### src/hw/stim_defs.svh
// Purpose: offsets, field positions and reset values of the timer and pin interrupt block
// Assumes: 8-bit register port, 8-bit addresses
// Notes: definitions only
`ifndef STIM_DEFS_SVH
`define STIM_DEFS_SVH

`define STIM_OFF_IRQ_EN 8'h04
`define STIM_OFF_IRQ_REQ 8'h05
`define STIM_OFF_TIMER_MODE 8'h06
`define STIM_OFF_EDGE_SEL 8'h0C
`define STIM_OFF_IN_EN 8'h0D
`define STIM_OFF_COUNT_LO 8'h20
`define STIM_OFF_COUNT_HI 8'h21

`define STIM_RST_TIMER_MODE 8'h00
`define STIM_RST_EDGE_SEL 8'h00
`define STIM_RST_IN_EN 8'hFF
`define STIM_RST_IRQ_EN 3'h0
`define STIM_RST_IRQ_REQ 3'h0

`define STIM_IRQ_PIN_ZERO 0
`define STIM_IRQ_PIN_ONE 1
`define STIM_IRQ_TIMER 2

`define STIM_PIN_ZERO 0
`define STIM_PIN_FOUR 4
`define STIM_WAKE_MASK 8'hF9

`define STIM_TIMER_SEL_BASE 8
`define STIM_PRE_MASK_1 6'h00
`define STIM_PRE_MASK_4 6'h03
`define STIM_PRE_MASK_16 6'h0F
`define STIM_PRE_MASK_64 6'h3F

`define STIM_SYNC_WIDTH 11

`endif

### src/hw/stim_pkg.sv
// Purpose: types of the timer and pin interrupt block
// Assumes: field layout as in stim_defs.svh
// Notes: struct member order follows the register bit order
package stim_pkg;

	typedef enum logic [2:0] {
		STIM_CLK_OFF = 3'h0,
		STIM_CLK_SYS = 3'h1,
		STIM_CLK_RSVD = 3'h2,
		STIM_CLK_PIN_FOUR = 3'h3,
		STIM_CLK_HIGH_RC = 3'h4,
		STIM_CLK_EXT_OSC = 3'h5,
		STIM_CLK_LOW_RC = 3'h6,
		STIM_CLK_PIN_ZERO = 3'h7
	} stim_clk_sel_t;

	typedef enum logic [1:0] {
		STIM_PRE_1 = 2'h0,
		STIM_PRE_4 = 2'h1,
		STIM_PRE_16 = 2'h2,
		STIM_PRE_64 = 2'h3
	} stim_pre_t;

	typedef enum logic [1:0] {
		STIM_EDGE_BOTH = 2'h0,
		STIM_EDGE_RISE = 2'h1,
		STIM_EDGE_FALL = 2'h2,
		STIM_EDGE_RSVD = 2'h3
	} stim_edge_t;

	// timer_mode layout
	typedef struct packed {
		stim_clk_sel_t clkSel;
		stim_pre_t preDiv;
		logic [2:0] irqBit;
	} stim_mode_t;

	// interrupt_edge_select layout
	typedef struct packed {
		logic [2:0] unused;
		logic timerFall;
		stim_edge_t pinOneEdge;
		stim_edge_t pinZeroEdge;
	} stim_edge_sel_t;

endpackage

### src/hw/stim_sync.sv
// Purpose: two-flop synchroniser for asynchronous inputs
// Assumes: inputs slower than half the clock rate when edges matter
// Notes: first stage is read by the second stage only
`timescale 1ns/1ps
module stim_sync #(
	parameter int WIDTH = 1
) (
	// clock and reset
	input wire logic clk,
	input wire logic rst_n,
	// asynchronous in, synchronous out
	input wire logic [WIDTH-1:0] asyncIn,
	output logic [WIDTH-1:0] syncOut
);

	genvar i;
	generate
		for (i = 0; i < WIDTH; i++) begin : g_bit
			logic meta_reg;
			logic sync_reg;
			always_ff @(posedge clk or negedge rst_n) begin
				if (!rst_n) begin
					meta_reg <= 1'b0;
					sync_reg <= 1'b0;
				end else begin
					meta_reg <= asyncIn[i];
					sync_reg <= meta_reg;
				end
			end
			assign syncOut[i] = sync_reg;
		end
	endgenerate

endmodule

### src/hw/stim_timer.sv
// Purpose: 16-bit timer with source select, prescaler, bit-edge interrupt, pin interrupts and port A input enables
// Assumes: oscillator sources and pins are asynchronous and sampled on clk; each must stay below clk/2
// Notes: registers on an 8-bit strobe port, read data one cycle after the read strobe
`timescale 1ns/1ps
`include "stim_defs.svh"

// Notes on behaviour
// - source field selects stop, system, RC, oscillator
// - codes 011/111 count falling pin edges
// - interrupt watches counter bit eight plus field
// - edge bit picks rising or falling transition
// - pin-one edge: both, rising, falling, none
// - pin-zero edge: both, rising, falling, none
// - enables seven/six gate input and wake-up
// - enable five gates input and wake-up
// - enable four gates input, wake, interrupt
// - enable three gates input and wake-up
// - enable zero gates input, wake, interrupt
// - timer event sets request flag bit two
// - enable bit two passes timer request
// - pin-one edge sets request flag bit one
module stim_timer (
	// clock and reset
	input wire logic clk,
	input wire logic rst_n,
	// register port
	input wire logic [7:0] regAddr,
	input wire logic [7:0] regWrData,
	input wire logic regWrStb,
	input wire logic regRdStb,
	output logic [7:0] regRdData,
	// port A pins and oscillator sources
	input wire logic [7:0] portAPins,
	input wire logic highRcClk,
	input wire logic extOscClk,
	input wire logic lowRcClk,
	// results
	output logic [7:0] portADigitalIn,
	output logic wakeReq,
	output logic irq,
	output logic [15:0] timerCount
);

	stim_pkg::stim_mode_t mode_reg;
	stim_pkg::stim_edge_sel_t edgeSel_reg;
	logic [7:0] inEnable_reg;
	logic [2:0] irqEn_reg;
	logic [2:0] irqReq_reg;
	logic [2:0] irqReq_next;
	logic [15:0] count_reg;
	logic [15:0] countNext;
	logic [5:0] preCnt_reg;
	logic [5:0] preMask;
	logic [7:0] rdData_reg;
	logic [7:0] rdValue;
	logic [7:0] pinsPrev_reg;
	logic [7:0] gatedIn_reg;
	logic wake_reg;
	logic [2:0] oscPrev_reg;
	logic [`STIM_SYNC_WIDTH-1:0] syncIn;
	logic [7:0] pinsNow;
	logic [2:0] oscNow;
	logic srcTick;
	logic preTick;
	logic oldBit;
	logic newBit;
	logic timerEvent;
	logic pinZeroEvent;
	logic pinOneEvent;
	logic wrHit;

	// 00 both, 01 rising, 10 falling, 11 never
	function automatic logic edgeHit(input logic prev, input logic cur, input stim_pkg::stim_edge_t sel);
		logic hit;
		hit = 1'b0;
		case (sel)
			stim_pkg::STIM_EDGE_BOTH: hit = prev ^ cur;
			stim_pkg::STIM_EDGE_RISE: hit = !prev && cur;
			stim_pkg::STIM_EDGE_FALL: hit = prev && !cur;
			default: hit = 1'b0;
		endcase
		return hit;
	endfunction

	stim_sync #(
		.WIDTH(`STIM_SYNC_WIDTH)
	) u_sync (
		.clk(clk),
		.rst_n(rst_n),
		.asyncIn({lowRcClk, extOscClk, highRcClk, portAPins}),
		.syncOut(syncIn)
	);

	assign pinsNow = syncIn[7:0];
	assign oscNow = syncIn[10:8];

	// previous pin samples for edge detection
	always_ff @(posedge clk or negedge rst_n) begin
		if (!rst_n) begin
			pinsPrev_reg <= 8'h00;
		end else begin
			pinsPrev_reg <= pinsNow;
		end
	end

	// previous oscillator samples, reset low like the sync flops
	always_ff @(posedge clk or negedge rst_n) begin
		if (!rst_n) begin
			oscPrev_reg <= 3'h0;
		end else begin
			oscPrev_reg <= oscNow;
		end
	end

	// source tick, one cycle per selected edge
	always_comb begin
		srcTick = 1'b0;
		case (mode_reg.clkSel)
			stim_pkg::STIM_CLK_OFF: srcTick = 1'b0;
			stim_pkg::STIM_CLK_SYS: srcTick = 1'b1;
			// falling edge of enabled pin four
			stim_pkg::STIM_CLK_PIN_FOUR: srcTick = inEnable_reg[`STIM_PIN_FOUR] &&
				pinsPrev_reg[`STIM_PIN_FOUR] && !pinsNow[`STIM_PIN_FOUR];
			stim_pkg::STIM_CLK_HIGH_RC: srcTick = !oscPrev_reg[0] && oscNow[0];
			stim_pkg::STIM_CLK_EXT_OSC: srcTick = !oscPrev_reg[1] && oscNow[1];
			stim_pkg::STIM_CLK_LOW_RC: srcTick = !oscPrev_reg[2] && oscNow[2];
			// falling edge of enabled pin zero
			stim_pkg::STIM_CLK_PIN_ZERO: srcTick = inEnable_reg[`STIM_PIN_ZERO] &&
				pinsPrev_reg[`STIM_PIN_ZERO] && !pinsNow[`STIM_PIN_ZERO];
			default: srcTick = 1'b0;
		endcase
	end

	always_comb begin
		preMask = `STIM_PRE_MASK_1;
		case (mode_reg.preDiv)
			stim_pkg::STIM_PRE_1: preMask = `STIM_PRE_MASK_1;
			stim_pkg::STIM_PRE_4: preMask = `STIM_PRE_MASK_4;
			stim_pkg::STIM_PRE_16: preMask = `STIM_PRE_MASK_16;
			stim_pkg::STIM_PRE_64: preMask = `STIM_PRE_MASK_64;
			default: preMask = `STIM_PRE_MASK_1;
		endcase
	end

	// prescaler keeps its phase across mode writes, so the first period may be short
	assign preTick = srcTick && ((preCnt_reg & preMask) == preMask);

	always_ff @(posedge clk or negedge rst_n) begin
		if (!rst_n) begin
			preCnt_reg <= 6'h00;
		end else if (srcTick) begin
			preCnt_reg <= preCnt_reg + 6'h01;
		end
	end

	// wraps from all ones to zero
	assign countNext = count_reg + 16'h0001;

	always_ff @(posedge clk or negedge rst_n) begin
		if (!rst_n) begin
			count_reg <= 16'h0000;
		end else if (preTick) begin
			// advance by one per prescaled tick
			count_reg <= countNext;
		end
	end

	// compared across the tick itself, so changing the bit select cannot fake an event
	always_comb begin
		oldBit = count_reg[`STIM_TIMER_SEL_BASE + mode_reg.irqBit];
		newBit = countNext[`STIM_TIMER_SEL_BASE + mode_reg.irqBit];
		// rising when 0, falling when 1
		timerEvent = preTick && (edgeSel_reg.timerFall ? (oldBit && !newBit) : (!oldBit && newBit));
	end

	// pin zero edge, gated by its enable
	assign pinZeroEvent = inEnable_reg[`STIM_PIN_ZERO] &&
		edgeHit(pinsPrev_reg[`STIM_PIN_ZERO], pinsNow[`STIM_PIN_ZERO], edgeSel_reg.pinZeroEdge);
	// pin one edge, gated by its enable
	assign pinOneEvent = inEnable_reg[`STIM_PIN_FOUR] &&
		edgeHit(pinsPrev_reg[`STIM_PIN_FOUR], pinsNow[`STIM_PIN_FOUR], edgeSel_reg.pinOneEdge);

	assign wrHit = regWrStb && (regAddr == `STIM_OFF_IRQ_REQ);

	// write-one-to-clear, but a set in the same cycle wins
	always_comb begin
		irqReq_next = irqReq_reg;
		if (wrHit) begin
			irqReq_next = irqReq_reg & ~regWrData[2:0];
		end
		if (timerEvent) begin
			irqReq_next[`STIM_IRQ_TIMER] = 1'b1;
		end
		// pin one edge sets bit one
		if (pinOneEvent) begin
			irqReq_next[`STIM_IRQ_PIN_ONE] = 1'b1;
		end
		if (pinZeroEvent) begin
			irqReq_next[`STIM_IRQ_PIN_ZERO] = 1'b1;
		end
	end

	always_ff @(posedge clk or negedge rst_n) begin
		if (!rst_n) begin
			irqReq_reg <= `STIM_RST_IRQ_REQ;
		end else begin
			irqReq_reg <= irqReq_next;
		end
	end

	// configuration registers
	always_ff @(posedge clk or negedge rst_n) begin
		if (!rst_n) begin
			mode_reg <= `STIM_RST_TIMER_MODE;
			edgeSel_reg <= `STIM_RST_EDGE_SEL;
			inEnable_reg <= `STIM_RST_IN_EN;
			irqEn_reg <= `STIM_RST_IRQ_EN;
		end else if (regWrStb) begin
			case (regAddr)
				`STIM_OFF_TIMER_MODE: mode_reg <= regWrData;
				`STIM_OFF_EDGE_SEL: edgeSel_reg <= {3'h0, regWrData[4:0]};
				`STIM_OFF_IN_EN: inEnable_reg <= regWrData;
				`STIM_OFF_IRQ_EN: irqEn_reg <= regWrData[2:0];
				default: begin
				end
			endcase
		end
	end

	// only enabled requests reach the output
	assign irq = |(irqReq_reg & irqEn_reg);

	// write-only registers read back zero
	always_comb begin
		rdValue = 8'h00;
		case (regAddr)
			`STIM_OFF_TIMER_MODE: rdValue = mode_reg;
			`STIM_OFF_IRQ_EN: rdValue = {5'h00, irqEn_reg};
			`STIM_OFF_IRQ_REQ: rdValue = {5'h00, irqReq_reg};
			`STIM_OFF_COUNT_LO: rdValue = count_reg[7:0];
			`STIM_OFF_COUNT_HI: rdValue = count_reg[15:8];
			default: rdValue = 8'h00;
		endcase
	end

	// data stands only in the cycle after the strobe
	always_ff @(posedge clk or negedge rst_n) begin
		if (!rst_n) begin
			rdData_reg <= 8'h00;
		end else if (regRdStb) begin
			rdData_reg <= rdValue;
		end else begin
			rdData_reg <= 8'h00;
		end
	end

	assign regRdData = rdData_reg;

	// gated digital input
	always_ff @(posedge clk or negedge rst_n) begin
		if (!rst_n) begin
			gatedIn_reg <= 8'h00;
		end else begin
			gatedIn_reg <= pinsNow & inEnable_reg;
		end
	end

	// wake-up pulse, reserved bits two and one never wake
	always_ff @(posedge clk or negedge rst_n) begin
		if (!rst_n) begin
			wake_reg <= 1'b0;
		end else begin
			wake_reg <= |((pinsNow ^ pinsPrev_reg) & inEnable_reg & `STIM_WAKE_MASK);
		end
	end

	// enable toggles compare raw samples, so clearing an enable never looks like an edge
	assign portADigitalIn = gatedIn_reg;
	assign wakeReq = wake_reg;
	assign timerCount = count_reg;

endmodule
### config.mk
export PLATFORM = sky130hd
export DESIGN_NAME = stim_timer
export DESIGN_NICKNAME = d
export VERILOG_FILES = /design/src/hw/stim_pkg.sv /design/src/hw/stim_sync.sv /design/src/hw/stim_timer.sv
export VERILOG_INCLUDE_DIRS = /design/src /design/src/hw
export SDC_FILE = /design/constraint.sdc
export NUM_CORES = 1
export LEC_CHECK = 0
export BUFFER_PORTS_ARGS = -buffer_cell sky130_fd_sc_hd__buf_4
export CORE_ASPECT_RATIO = 2
export CORE_MARGIN = 3
export CORE_UTILIZATION = 25
export CTS_CLUSTER_SIZE = 20
export DETAILED_ROUTE_END_ITERATION = 10
export PLACE_DENSITY = 0.5
export SYNTH_ARGS = -nofsm -noshare
export SYNTH_HDL_FRONTEND = slang
export SYNTH_SLANG_ARGS = --single-unit
### constraint.sdc
create_clock -name clk -period 5.44 [get_ports clk]
set_input_delay 1.088 -clock clk [delete_from_list [all_inputs] [get_ports clk]]
set_output_delay 1.088 -clock clk [all_outputs]
set_load 0.05 [all_outputs]
# Word-level counts from Yosys, hierarchy flattened
# Index checks and enable logic that the tools add are counted.
[word_totals]
regBits = 99
input_bits = 31
output_inout_bits = 34
elab_cells = 128
[classes]
addsub = 3
order_cmp = 1
n_eq_ne = 21
n_mux = 15
bitwise = 9
n_reduce_logical = 39
[op_table]
columns = ["op", "count"]
rows = [
  ["$pmux 8 s5", 1],
  ["$eq 8x3->1 const B", 3],
  ["$pmux 6 s4", 1],
  ["$logic_and 1x1->1", 18],
  ["$add 16x1->16 const B", 1],
  ["$and 8x8->8", 2],
  ["$eq 8x4->1 const B", 2],
  ["$eq 8x6->1 const B", 2],
  ["$eq 3x3->1 const B", 4],
  ["$logic_not 1->1", 9],
  ["$bmux 1 s4", 2],
  ["$eq 2x2->1 const B", 4],
  ["$mux 8", 1],
  ["$reduce_and 2->1", 4],
  ["$xor 8x8->8", 1],
  ["$add 6x1->6 const B", 1],
  ["$and 3x3->3", 2],
  ["$and 6x6->6", 1],
  ["$eq 2x1->1 const B", 3],
  ["$eq 6x6->1", 1],
  ["$logic_not 2->1", 3],
  ["$mux 1", 6],
  ["$pmux 1 s3", 2],
  ["$pmux 1 s6", 1],
  ["other kinds (10)", 13],
]

# Depth between registers and ports, before layout
# Gate-level depths: netlist of run 1.
[logic_depth]
depth_word = 8
depth_mapped = 8
mapped_depth_nobuf = 7

# Cells and area by module
# A second synthesis of run 1 with hierarchy kept.
[hier_totals]
hier_cells = 352
area_unflattened_um2 = 4289.1
[by_module_without_submodules]
columns = ["module", "n_inst", "cells_per_inst", "area_each_um2", "seq_area_each_um2"]
rows = [
  ["stim_timer", 1, 319, 3656.0, 1886.8],
  ["stim_sync", 1, 33, 633.1, 550.5],
]

# Worst setup path before layout of run 1
# Ideal clock, no wire load.
[synth_path]
path_kind = "input-to-reg"
start = "input regAddr[4]"
end = "register irqEn_reg[0]"
setup_time_ns = 0.125
arrival_ns = 2.497
required_time_ns = 5.315
slack_ns = 2.818
stages = 5
n_path_buf = 0
path_cell_list = "or3_1 nor3_2 nand2b_1 nor3b_1 mux2_2"
[synth_via]
elab_chain_len = 2
[synth_lines]
columns = ["item", "line_no", "text"]
rows = [
  ["start, declared", "stim_timer.sv:27", "input wire logic [7:0] regAddr,"],
  ["$eq 8x3->1", "stim_timer.sv:219", "case (regAddr)"],
  ["$reduce_and 2->1 (no source line)", "n/a", ""],
  ["end signal, assigned", "stim_timer.sv:217", "irqEn_reg <= `STIM_RST_IRQ_EN;"],
  ["end signal, assigned", "stim_timer.sv:223", "`STIM_OFF_IRQ_EN: irqEn_reg <= regWrData[2:0];"],
  ["end, declared", "stim_timer.sv:47", "logic [2:0] irqEn_reg;"],
]
# Every way passes these cells.
# A chain may end at the register's enable or synchronous reset.

# Worst setup path in the final report of run 1
# Ends and elaborated chain as after synthesis.

==> results of run 1 <==
==> synth_stat cells, types with 2 or more instances <==
library cell and number:
clkbuf_1 6, dfstp_2 8, o21ai_0 7, xor2_1 10, and2_1 8, xnor2_1 17
a31oi_1 3, mux2_2 23, nand2b_1 5, nand2_2 2, nand4b_1 2, nor2_1 26
buf_2 4, nor3_2 2, mux2i_1 17, dfrtp_1 89, mux4_2 2, o22ai_1 4
nor3_1 9, a22o_1 2, a222oi_1 3, inv_1 13, nor4_1 5, and3_1 2
ha_1 6, nand4_1 11, nor2b_1 2, or3_1 3, nand2_1 25, a21oi_1 7
nand3_1 11, nand3b_1 3
==> worst reg2reg max path, cell delays in order, from the launching register on <==
cell and delay [ps]:
dfstp_2 590, and4b_1 260, o22a_1 170, o221a_2 240, nand3_1 410, or4_1 640, nand4_1 110
==> power groups by stage <==
stage	clock (µW)	sequential (µW)	combinational [µW]
after floorplan	0	868	85.6
after global placement	0	845	200
after detailed placement	0	847	203
after CTS	666	834	204
after global routing	697	841	219
final	651	832	200
==> metal layers <==
metal | wire length (µm) | share of wire (%) | vias up
met5 | 0 | 0 | -
met4 | 289 | 2.8 | 0
met3 | 322 | 3.1 | 18
met2 | 5920 | 57 | 73
met1 | 3940 | 38 | 1472
li1 | - | - | 1400
==> through the flow <==
step                      hold WS [ps]  std cells
after floorplan                    331        358
after global placement             332        619
after detailed placement           335        619
after CTS                          352        635
after global routing               360        635
final                              349        635
==> layout make-up <==
class                   count  area share, %
inverters                  13          0.927
flip-flops and latches     97           46.3
clock buffers               9           4.28
multi-input cells         237           32.8
repair buffers             65           9.27
clock inverters             7           1.47
well taps                 207           4.92
==> logic make-up (layout without fill, tap and decap cells) <==
| logic type | after synthesis | in the layout |
|---|---|---|
| multiplexers | 42 | 42 |
| flip-flops | 97 | 97 |
| buffers and inverters | 24 | 94 |
| adder cells (fa/ha/maj) | 6 | 6 |
| AND/OR/NAND/NOR | 126 | 126 |
| XOR/XNOR | 27 | 27 |
| AO/OA/AOI/OAI | 36 | 36 |
==> how the worst max path moves through the flow <==
stage,to,start
2_1_floorplan,irqEn_reg[0]$_DFFE_PN0P_,regAddr[4]
3_3_place_gp,irqEn_reg[0]$_DFFE_PN0P_,regAddr[4]
3_5_place_dp,irqEn_reg[0]$_DFFE_PN0P_,regAddr[4]
4_1_cts,irq,irqReq_reg[2]$_DFFE_PN0P_
5_1_grt,irqEn_reg[0]$_DFFE_PN0P_,regAddr[4]
6_report,irqEn_reg[0]$_DFFE_PN0P_,regAddr[4]
==> results.toml, run 1 <==
[run_status]
status = "completed"

[power]
static-leakage-power_uw = 0.00236
switchingPower_uw = 470
p_int_uw = 1210
power_uw = 1680
seq_power_share_pct = 49.4
peakVddDrop_uv = 175
switching_share_pct = 27.9
p_clk_share_pct = 38.7
powerDensity_mw_per_mm2 = 320
combPwrFrac_pct = 11.9

[route]
drc = 0
viasPerCell = 4.67
drt-total-wl_mm = 10.5
drtIter0Drc = 175
vias = 2963
routedWlPerCell_um = 16.5
ant_nets = 0
first_pass_iters = 4

[logic_synthesis]
synth_top_cell_by_area = "dfrtp_1"
syn_area_mm2 = 0.00427
avgSynthCellArea_um2 = 11.9
postSynthRegisterBits = 97
synth_top_family_by_area = "simple AND/OR/NAND/NOR gates"
ys_seq_area_share_pct = 57.1
synth_compound_area_share_pct = 5.98
synth-warning-count = 0
syn_nets = 395
synth-simple-area-share_pct = 16.1
yosysUniqueCellTypes = 53
synth_edf_count = 0
synth_cells = 358
synth_area_leaders = "dfrtp_1 52%, mux2_2 6.1%, dfstp_2 4.9%"
synth_top_flop_cell = "dfrtp_1"
synthXorXnorAreaFrac_pct = 5.54
synthAdderAreaFrac_pct = 1.76
synth-async-reset-ratio_pct = 100
yosysTopAreaCellShare_pct = 52.2
synth_mux_area_share_pct = 11.1

[placement]
portBuffers = 64
dp_hpwl_mm = 7.84
post_dp_cell_area_mm2 = 0.00496
finalWeightedCongestion = 0.845
dp_slack_ps = 2520

[cts]
cts_setup_buffers = 0
clk_pin_slew_worst_paths_ps = 70
h-tree-depth = 3
holdBufCountCts = 0
cts_resized = 0
insertion_delay_ps = 340
clock_sinks = 97
cts_buffers = 9
cts_tree = "built"
clock_path_buffers = 2
cts-root-buf = "clkbuf_16"

[cells_and_area]
multi_input_area_mm2 = 0.00173
stdcell_area_mm2 = 0.00527
area_growth_syn_to_layout_pct = 23.3
layout_commonest_cell = "dfrtp_1"
most-common-layout-cells = "89 x dfrtp_1, 65 x buf_4, 26 x nor2_1, 25 x nand2_1, 23 x mux2_2"
largest_reg_flops = 16
fin_util_pct = 31.4
register_area_mm2 = 0.00244
final_nets = 460
drive_above_1_share_pct = 29.2
fillers = 1726
antenna_cells = 0

[sta]
fin_crit_ps = 2560
rsz0062_at_grt = "false"
setup_viol = 0
setup_slack_ps = 2880
finClkSkew_ps = 6.47
relSlewSlack_pct = 47.3
setup_tns_ps = 0
fmax_ghz = 0.390
worst_pin_slew_ps = 790
hold_viol = 0
period_share_pct = 47.1
drv_slew = 0

[setup_path]
critical_path.top_delay_family = "simple AND/OR/NAND/NOR gates"
arrival_ps = 2780
worst-path-buf-inv = 1
crit_slowest_cell = "nor3b_1"
cp.depth = 6
worstSetupPathType = "in -> reg"
startpoint_type = "input pin"
cp.required_ps = 5660
r2r-end = "irqReq_reg[2]$_DFFE_PN0P_"
crit_path_max_incr_delay_ps = 420
endpoint_kind = "flip-flop"
r2r_slack_ps = 2960
r2r-start = "inEnable_reg[0]$_DFFE_PN1P_"
path_cells = "buf_4 > or3_1 > nor3_2 > nand2b_1 > nor3b_1 > mux2_2"
cp_max_fo = 5
r2r_cells = 6

[floorplanning]
die-area_mm2 = 0.0188
fp.coreArea_mm2 = 0.0168
die-width_um = 98.4
die_h_um = 191
initial_core_util_pct = 25.5
io_pins = 65
rows = 67

[hold_path]
holdPathEnd = "u_sync.g_bit[4].sync_reg$_DFF_PN0_"
hp-class = "reg -> reg"
min_path_cells = 0
hp-start = "u_sync.g_bit[4].meta_reg$_DFF_PN0_"

[global_route]
grt_max_degree = 61
use_met3_pct = 2.23
grt_util_all_layers_pct = 11.8
use_met1_pct = 12.6
grt_pass1_vias = 3166
grt_pass1_wl_mm = 17.1
grt_util_met2_pct = 22.2
grt_busiest_layer = "met2"
grt_overflow_total = 0
antenna_found_initial = 0

[job]
maxCapViolations = 0
No activity file was read; power rests on OpenSTA's default activity.
==> inputs of run 2 (changes only) <==
--- a/config.mk
+++ b/config.mk
@@ -6,13 +6,14 @@
 export SDC_FILE = /design/constraint.sdc
 export NUM_CORES = 1
 export LEC_CHECK = 0
+export ABC_AREA = 1
 export BUFFER_PORTS_ARGS = -buffer_cell sky130_fd_sc_hd__buf_4
 export CORE_ASPECT_RATIO = 2
 export CORE_MARGIN = 3
 export CORE_UTILIZATION = 25
 export CTS_CLUSTER_SIZE = 20
 export DETAILED_ROUTE_END_ITERATION = 10
-export PLACE_DENSITY = 0.5
+export PLACE_DENSITY = 0.51
 export SYNTH_ARGS = -nofsm -noshare
 export SYNTH_HDL_FRONTEND = slang
 export SYNTH_SLANG_ARGS = --single-unit
==> constraint.sdc (replaced) <==
create_clock -name clk -period 2.25 [get_ports clk]
set_input_delay 0.45 -clock clk [delete_from_list [all_inputs] [get_ports clk]]
set_output_delay 0.45 -clock clk [all_outputs]
set_load 0.05 [all_outputs]
==> results.toml, run 2 <==
[global_route]
grt_pass1_vias = 3585
grt_max_degree = 40
grt_pass1_wl_mm = 18.5
grt_overflow_total = 0
antenna_found_initial = 0
grt_util_all_layers_pct = 12.7

[logic_synthesis]
synth_area_leaders = "dfrtp_1 52%, nand2_1 11%, inv_1 5.3%"
synth-warning-count = 0
synth_top_cell_by_area = "dfrtp_1"
ys_top_cells_by_count = "129 x nand2_1, 89 x dfrtp_1, 61 x inv_1"
synth_edf_count = 0
yosysMostFrequentCell = "nand2_1"
ys_seq_area_share_pct = 56.9
avgSynthCellArea_um2 = 9.01
yosysUniqueCellTypes = 37
yosysTopAreaCellShare_pct = 52.0
postSynthRegisterBits = 97
synth_top_flop_cell = "dfrtp_1"
synth_cells = 476
synth-async-reset-ratio_pct = 100
syn_nets = 513
syn_area_mm2 = 0.00429

[sta]
relSlewSlack_pct = 59.8
drv_slew = 0
hold_viol = 0
setup_tns_ps = 0
fin_crit_ps = 1980
fmax_ghz = 0.504
hold_slack_ps = 81.3
finClkSkew_ps = 8.08
worst_pin_slew_ps = 601
setup_slack_ps = 267
period_share_pct = 88.1
rsz0062_at_grt = "false"
setup_viol = 0

[power]
combPwrFrac_pct = 12.3
static-leakage-power_uw = 0.00255
switching_share_pct = 29.4
peakVddDrop_uv = 454
switchingPower_uw = 1170
p_int_uw = 2810
seq_power_share_pct = 49.2
p_clk_share_pct = 38.5
powerDensity_mw_per_mm2 = 747

[setup_path]
worstSetupPathType = "reg -> reg"
startpoint_type = "flip-flop"
cp_max_fo = 20
cp.required_ps = 2480
arrival_ps = 2210
endpoint_kind = "flip-flop"

[cells_and_area]
area_growth_syn_to_layout_pct = 24.4
antenna_cells = 0
largest_reg_flops = 16
layout_commonest_cell = "nand2_1"
final_nets = 586
fillers = 1785
most-common-layout-cells = "129 x nand2_1, 89 x dfrtp_1, 65 x buf_4, 61 x inv_1, 30 x nand3_1"
stdcell_area_mm2 = 0.00533
fin_util_pct = 31.8
drive_above_1_share_pct = 20.6

[floorplanning]
io_pins = 65
die-width_um = 98.6
die-area_mm2 = 0.0188
initial_core_util_pct = 25.6
fp.coreArea_mm2 = 0.0168
rows = 67
die_h_um = 191

[cts]
holdBufCountCts = 0
cts_tree = "built"
cts_buffers = 9
cts_setup_buffers = 0
h-tree-depth = 3
clk_pin_slew_worst_paths_ps = 70
clock_path_buffers = 2
insertion_delay_ps = 350
clock_sinks = 97
cts-root-buf = "clkbuf_16"
cts_resized = 0

[route]
drtIter0Drc = 147
first_pass_iters = 5
routedWlPerCell_um = 14.9
ant_nets = 0
vias = 3467
drt-total-wl_mm = 11.4
viasPerCell = 4.56
drc = 0

[placement]
dp_slack_ps = 281
dp_hpwl_mm = 8.93
finalWeightedCongestion = 0.849
portBuffers = 64
post_dp_cell_area_mm2 = 0.00503

[job]
maxCapViolations = 0

[run_status]
status = "completed"

[hold_path]
hp-class = "in -> async"
-- run 2: cell types whose count changed in the layout (fill, tap and decap cells not counted), moves of 6 or more --
cell,change
nand2_1,+104
xnor2_1,-14
nor2_2,+6
o21ai_1,+25
and2_1,-8
inv_1,+48
nor3_1,-6
nand3_1,+19
mux2i_1,-17
mux2_2,-22
o21ai_0,+16
-- run 2: area by class of cell --
class                      instances  area, µm²  share of cell area, %
sequential                        97       2440                   45.7
multi-input combinational        308       1560                   29.3
timing repair buffer              67        528                   9.90
tap                              207        259                   4.86
inverter                          66        248                   4.65
clock buffer                       9        225                   4.22
clock inverter                     7       72.6                   1.36
-- run 2: power groups by stage --
stage               clock, µW  combinational (µW)  sequential [µW]
floorplan                   0                 204             2070
global placement            0                 492             1990
detailed placement          0                 501             2000
CTS                      1590                 502             1960
global route             1650                 543             1980
finish                   1530                 490             1960
-- run 2: path summary, 6_finish.rpt --
| path | cells after the start | endpoint | slack [ps] | start |
|---|---|---|---|---|
| max | 9 | timerCount[9]$_DFFE_PN0P_ | 270 | inEnable_reg[4]$_DFFE_PN1P_ |
| min | 1 | u_sync.g_bit[7].meta_reg$_DFF_PN0_ | 80 | rst_n |
| max reg2reg | 9 | timerCount[9]$_DFFE_PN0P_ | 270 | inEnable_reg[4]$_DFFE_PN1P_ |
| min reg2reg | 0 | u_sync.g_bit[9].sync_reg$_DFF_PN0_ | 350 | u_sync.g_bit[9].meta_reg$_DFF_PN0_ |
| max in group asynchronous | 2 | inEnable_reg[4]$_DFFE_PN1P_ | 1510 | rst_n |
| min in group clk | 1 | u_sync.g_bit[9].meta_reg$_DFF_PN0_ | 200 | extOscClk |
-- run 2: kinds of logic (layout without fill, tap and decap cells) --
kind of cell,Yosys count,count (layout),synth area share (%)
simple gates,215,215,22.1
fa+ha+maj,6,6,1.75
compound gates,73,73,9.69
flops,97,97,56.9
buf+inv,71,149,6.68
xor+xnor,13,13,2.66
mux,1,1,0.263
-- run 2: per-layer routing --
layer  GRT usage, %  vias to the layer above  share of wire [%]
met3           1.83                       24                2.9
li1               -                     1675                  -
met4           7.42                        0                4.2
met5              0                        -                  0
met2           24.5                       70                 58
met1           12.5                     1698                 35
-- run 2: metrics by stage --
stage          instances  power, µW
2_1_floorplan        476       2270
3_3_place_gp         745       2480
3_5_place_dp         745       2500
4_1_cts              761       4050
5_1_grt              761       4170
6_report             761       3980
-- run 2: critical path: stages, from the launching register on --
cell	delay, ps
dfstp_2	550
inv_2	50
nor3_2	120
o21ai_1	80
nand2_1	100
nand3_4	120
a21oi_4	470
inv_1	190
nand2_1	100
o21ai_1	60
==> inputs of run 3 (changes only) <==
--- a/config.mk
+++ b/config.mk
@@ -10,10 +10,10 @@
 export BUFFER_PORTS_ARGS = -buffer_cell sky130_fd_sc_hd__buf_4
 export CORE_ASPECT_RATIO = 2
 export CORE_MARGIN = 3
-export CORE_UTILIZATION = 25
+export CORE_UTILIZATION = 51
 export CTS_CLUSTER_SIZE = 20
 export DETAILED_ROUTE_END_ITERATION = 10
-export PLACE_DENSITY = 0.51
+export PLACE_DENSITY = 0.84
 export SYNTH_ARGS = -nofsm -noshare
 export SYNTH_HDL_FRONTEND = slang
 export SYNTH_SLANG_ARGS = --single-unit
==> results.toml, run 3 (synthesis results as in run 2) <==
[cts]
cts-root-buf = "clkbuf_16"
cts_setup_buffers = 0
cts_tree = "built"
holdBufCountCts = 0
clock_path_buffers = 2
cts_buffers = 9
clock_sinks = 97
cts_resized = 0
insertion_delay_ps = 350
clk_pin_slew_worst_paths_ps = 70
h-tree-depth = 3

[sta]
fmax_ghz = 0.531
fin_crit_ps = 1880
setup_tns_ps = 0
finClkSkew_ps = 8.70
setup_viol = 0
hold_viol = 0
worst_pin_slew_ps = 593
hold_slack_ps = 77.6
relSlewSlack_pct = 60.4
setup_slack_ps = 366
period_share_pct = 83.7
drv_slew = 0
rsz0062_at_grt = "false"

[placement]
dp_hpwl_mm = 8.04
portBuffers = 64
post_dp_cell_area_mm2 = 0.00489
finalWeightedCongestion = 0.945
dp_slack_ps = 352

[floorplanning]
io_pins = 65
initial_core_util_pct = 53.2
rows = 46
fp.coreArea_mm2 = 0.00806
die-area_mm2 = 0.00961
die-width_um = 70.8
die_h_um = 136

[setup_path]
path_cells = "inv_2 > nor3_2 > o21ai_1 > nand2_1 > nand3_4 > a21oi_4 > buf_4 > nand2_1 > xor2_1"
cp.required_ps = 2480
crit_slowest_cell = "dfstp_2"
worstSetupPathType = "reg -> reg"
crit_path_max_incr_delay_ps = 550
arrival_ps = 2120
cp_max_fo = 11
cpMostUsedCell = "nand2_1"
startpoint_type = "flip-flop"
endpoint_kind = "flip-flop"

[global_route]
grt_pass1_vias = 3656
antenna_found_initial = 0
grt_max_degree = 43
grt_util_all_layers_pct = 23.7
grt_pass1_wl_mm = 17.2
grt_overflow_total = 0

[power]
powerDensity_mw_per_mm2 = 788
static-leakage-power_uw = 0.00256
peakVddDrop_uv = 935

[run_status]
status = "completed"

[cells_and_area]
most-common-layout-cells = "129 x nand2_1, 89 x dfrtp_1, 67 x buf_4, 61 x inv_1, 30 x nand3_1"
stdcell_area_mm2 = 0.00522
largest_reg_flops = 16
final_nets = 587
area_growth_syn_to_layout_pct = 21.8
layout_commonest_cell = "nand2_1"
antenna_cells = 0
drive_above_1_share_pct = 20.5

[route]
vias = 3535
routedWlPerCell_um = 16.2
ant_nets = 0
first_pass_iters = 6
viasPerCell = 5.43
drc = 0
drtIter0Drc = 238
drt-total-wl_mm = 10.5

[hold_path]
hp-class = "in -> async"

[job]
maxCapViolations = 0
[run 3: cell type report]
type                            count  area [µm²]
Clock buffer                       11         243
Inverter                           66         248
Clock inverter                      5        87.6
Multi-Input combinational cell    308        1560
Timing Repair Buffer               68         523
Sequential cell                    97        2440
Tap cell                           96         120
Fill cell                         659        2840
[run 3: path summary, 6_finish.rpt]
kind,start,endpoint,slack (ps),cells after the start
setup / recovery,inEnable_reg[4]$_DFFE_PN1P_,timerCount[4]$_DFFE_PN0P_,370,9
hold / removal,rst_n,timerCount[9]$_DFFE_PN0P_,80,1
setup reg to reg,inEnable_reg[4]$_DFFE_PN1P_,timerCount[4]$_DFFE_PN0P_,370,9
hold reg to reg,u_sync.g_bit[8].meta_reg$_DFF_PN0_,u_sync.g_bit[8].sync_reg$_DFF_PN0_,350,0
max in group asynchronous,rst_n,inEnable_reg[0]$_DFFE_PN1P_,1460,2
min in group clk,portAPins[7],u_sync.g_bit[7].meta_reg$_DFF_PN0_,210,1
[run 3: routing by layer]
| metal | vias to the layer above | track usage [%] | wire length, µm |
|---|---|---|---|
| met1 | 1665 | 21.7 | 3430 |
| met4 | 0 | 19.7 | 846 |
| li1 | 1678 | - | - |
| met5 | - | 0 | 0 |
| met3 | 58 | 5.20 | 433 |
| met2 | 134 | 43.0 | 5810 |
[run 3: where the power goes]
group	internal [µW]	switching, µW
sequential	1860	105
clock	1010	644
combinational	178	316
total	3050	1070
[run 3: worst max-delay path, delay by kind of cell, from the launching register on]
| kind | cells | cell delay (ps) |
|---|---|---|
| AO/OA/AOI/OAI | 2 | 390 |
| XOR/XNOR | 1 | 140 |
| buffers and inverters | 2 | 270 |
| flip-flops | 1 | 550 |
| AND/OR/NAND/NOR | 4 | 430 |
[run 3: stage by stage]
stage / util [%] / std cells / total power, µW
finish: 64.8 / 651 / 4110
global route: 64.8 / 651 / 4290
CTS: 64.8 / 651 / 4150
detailed placement: 60.7 / 635 / 2490
global placement: 60.7 / 635 / 2460
floorplan: - / 476 / 2270
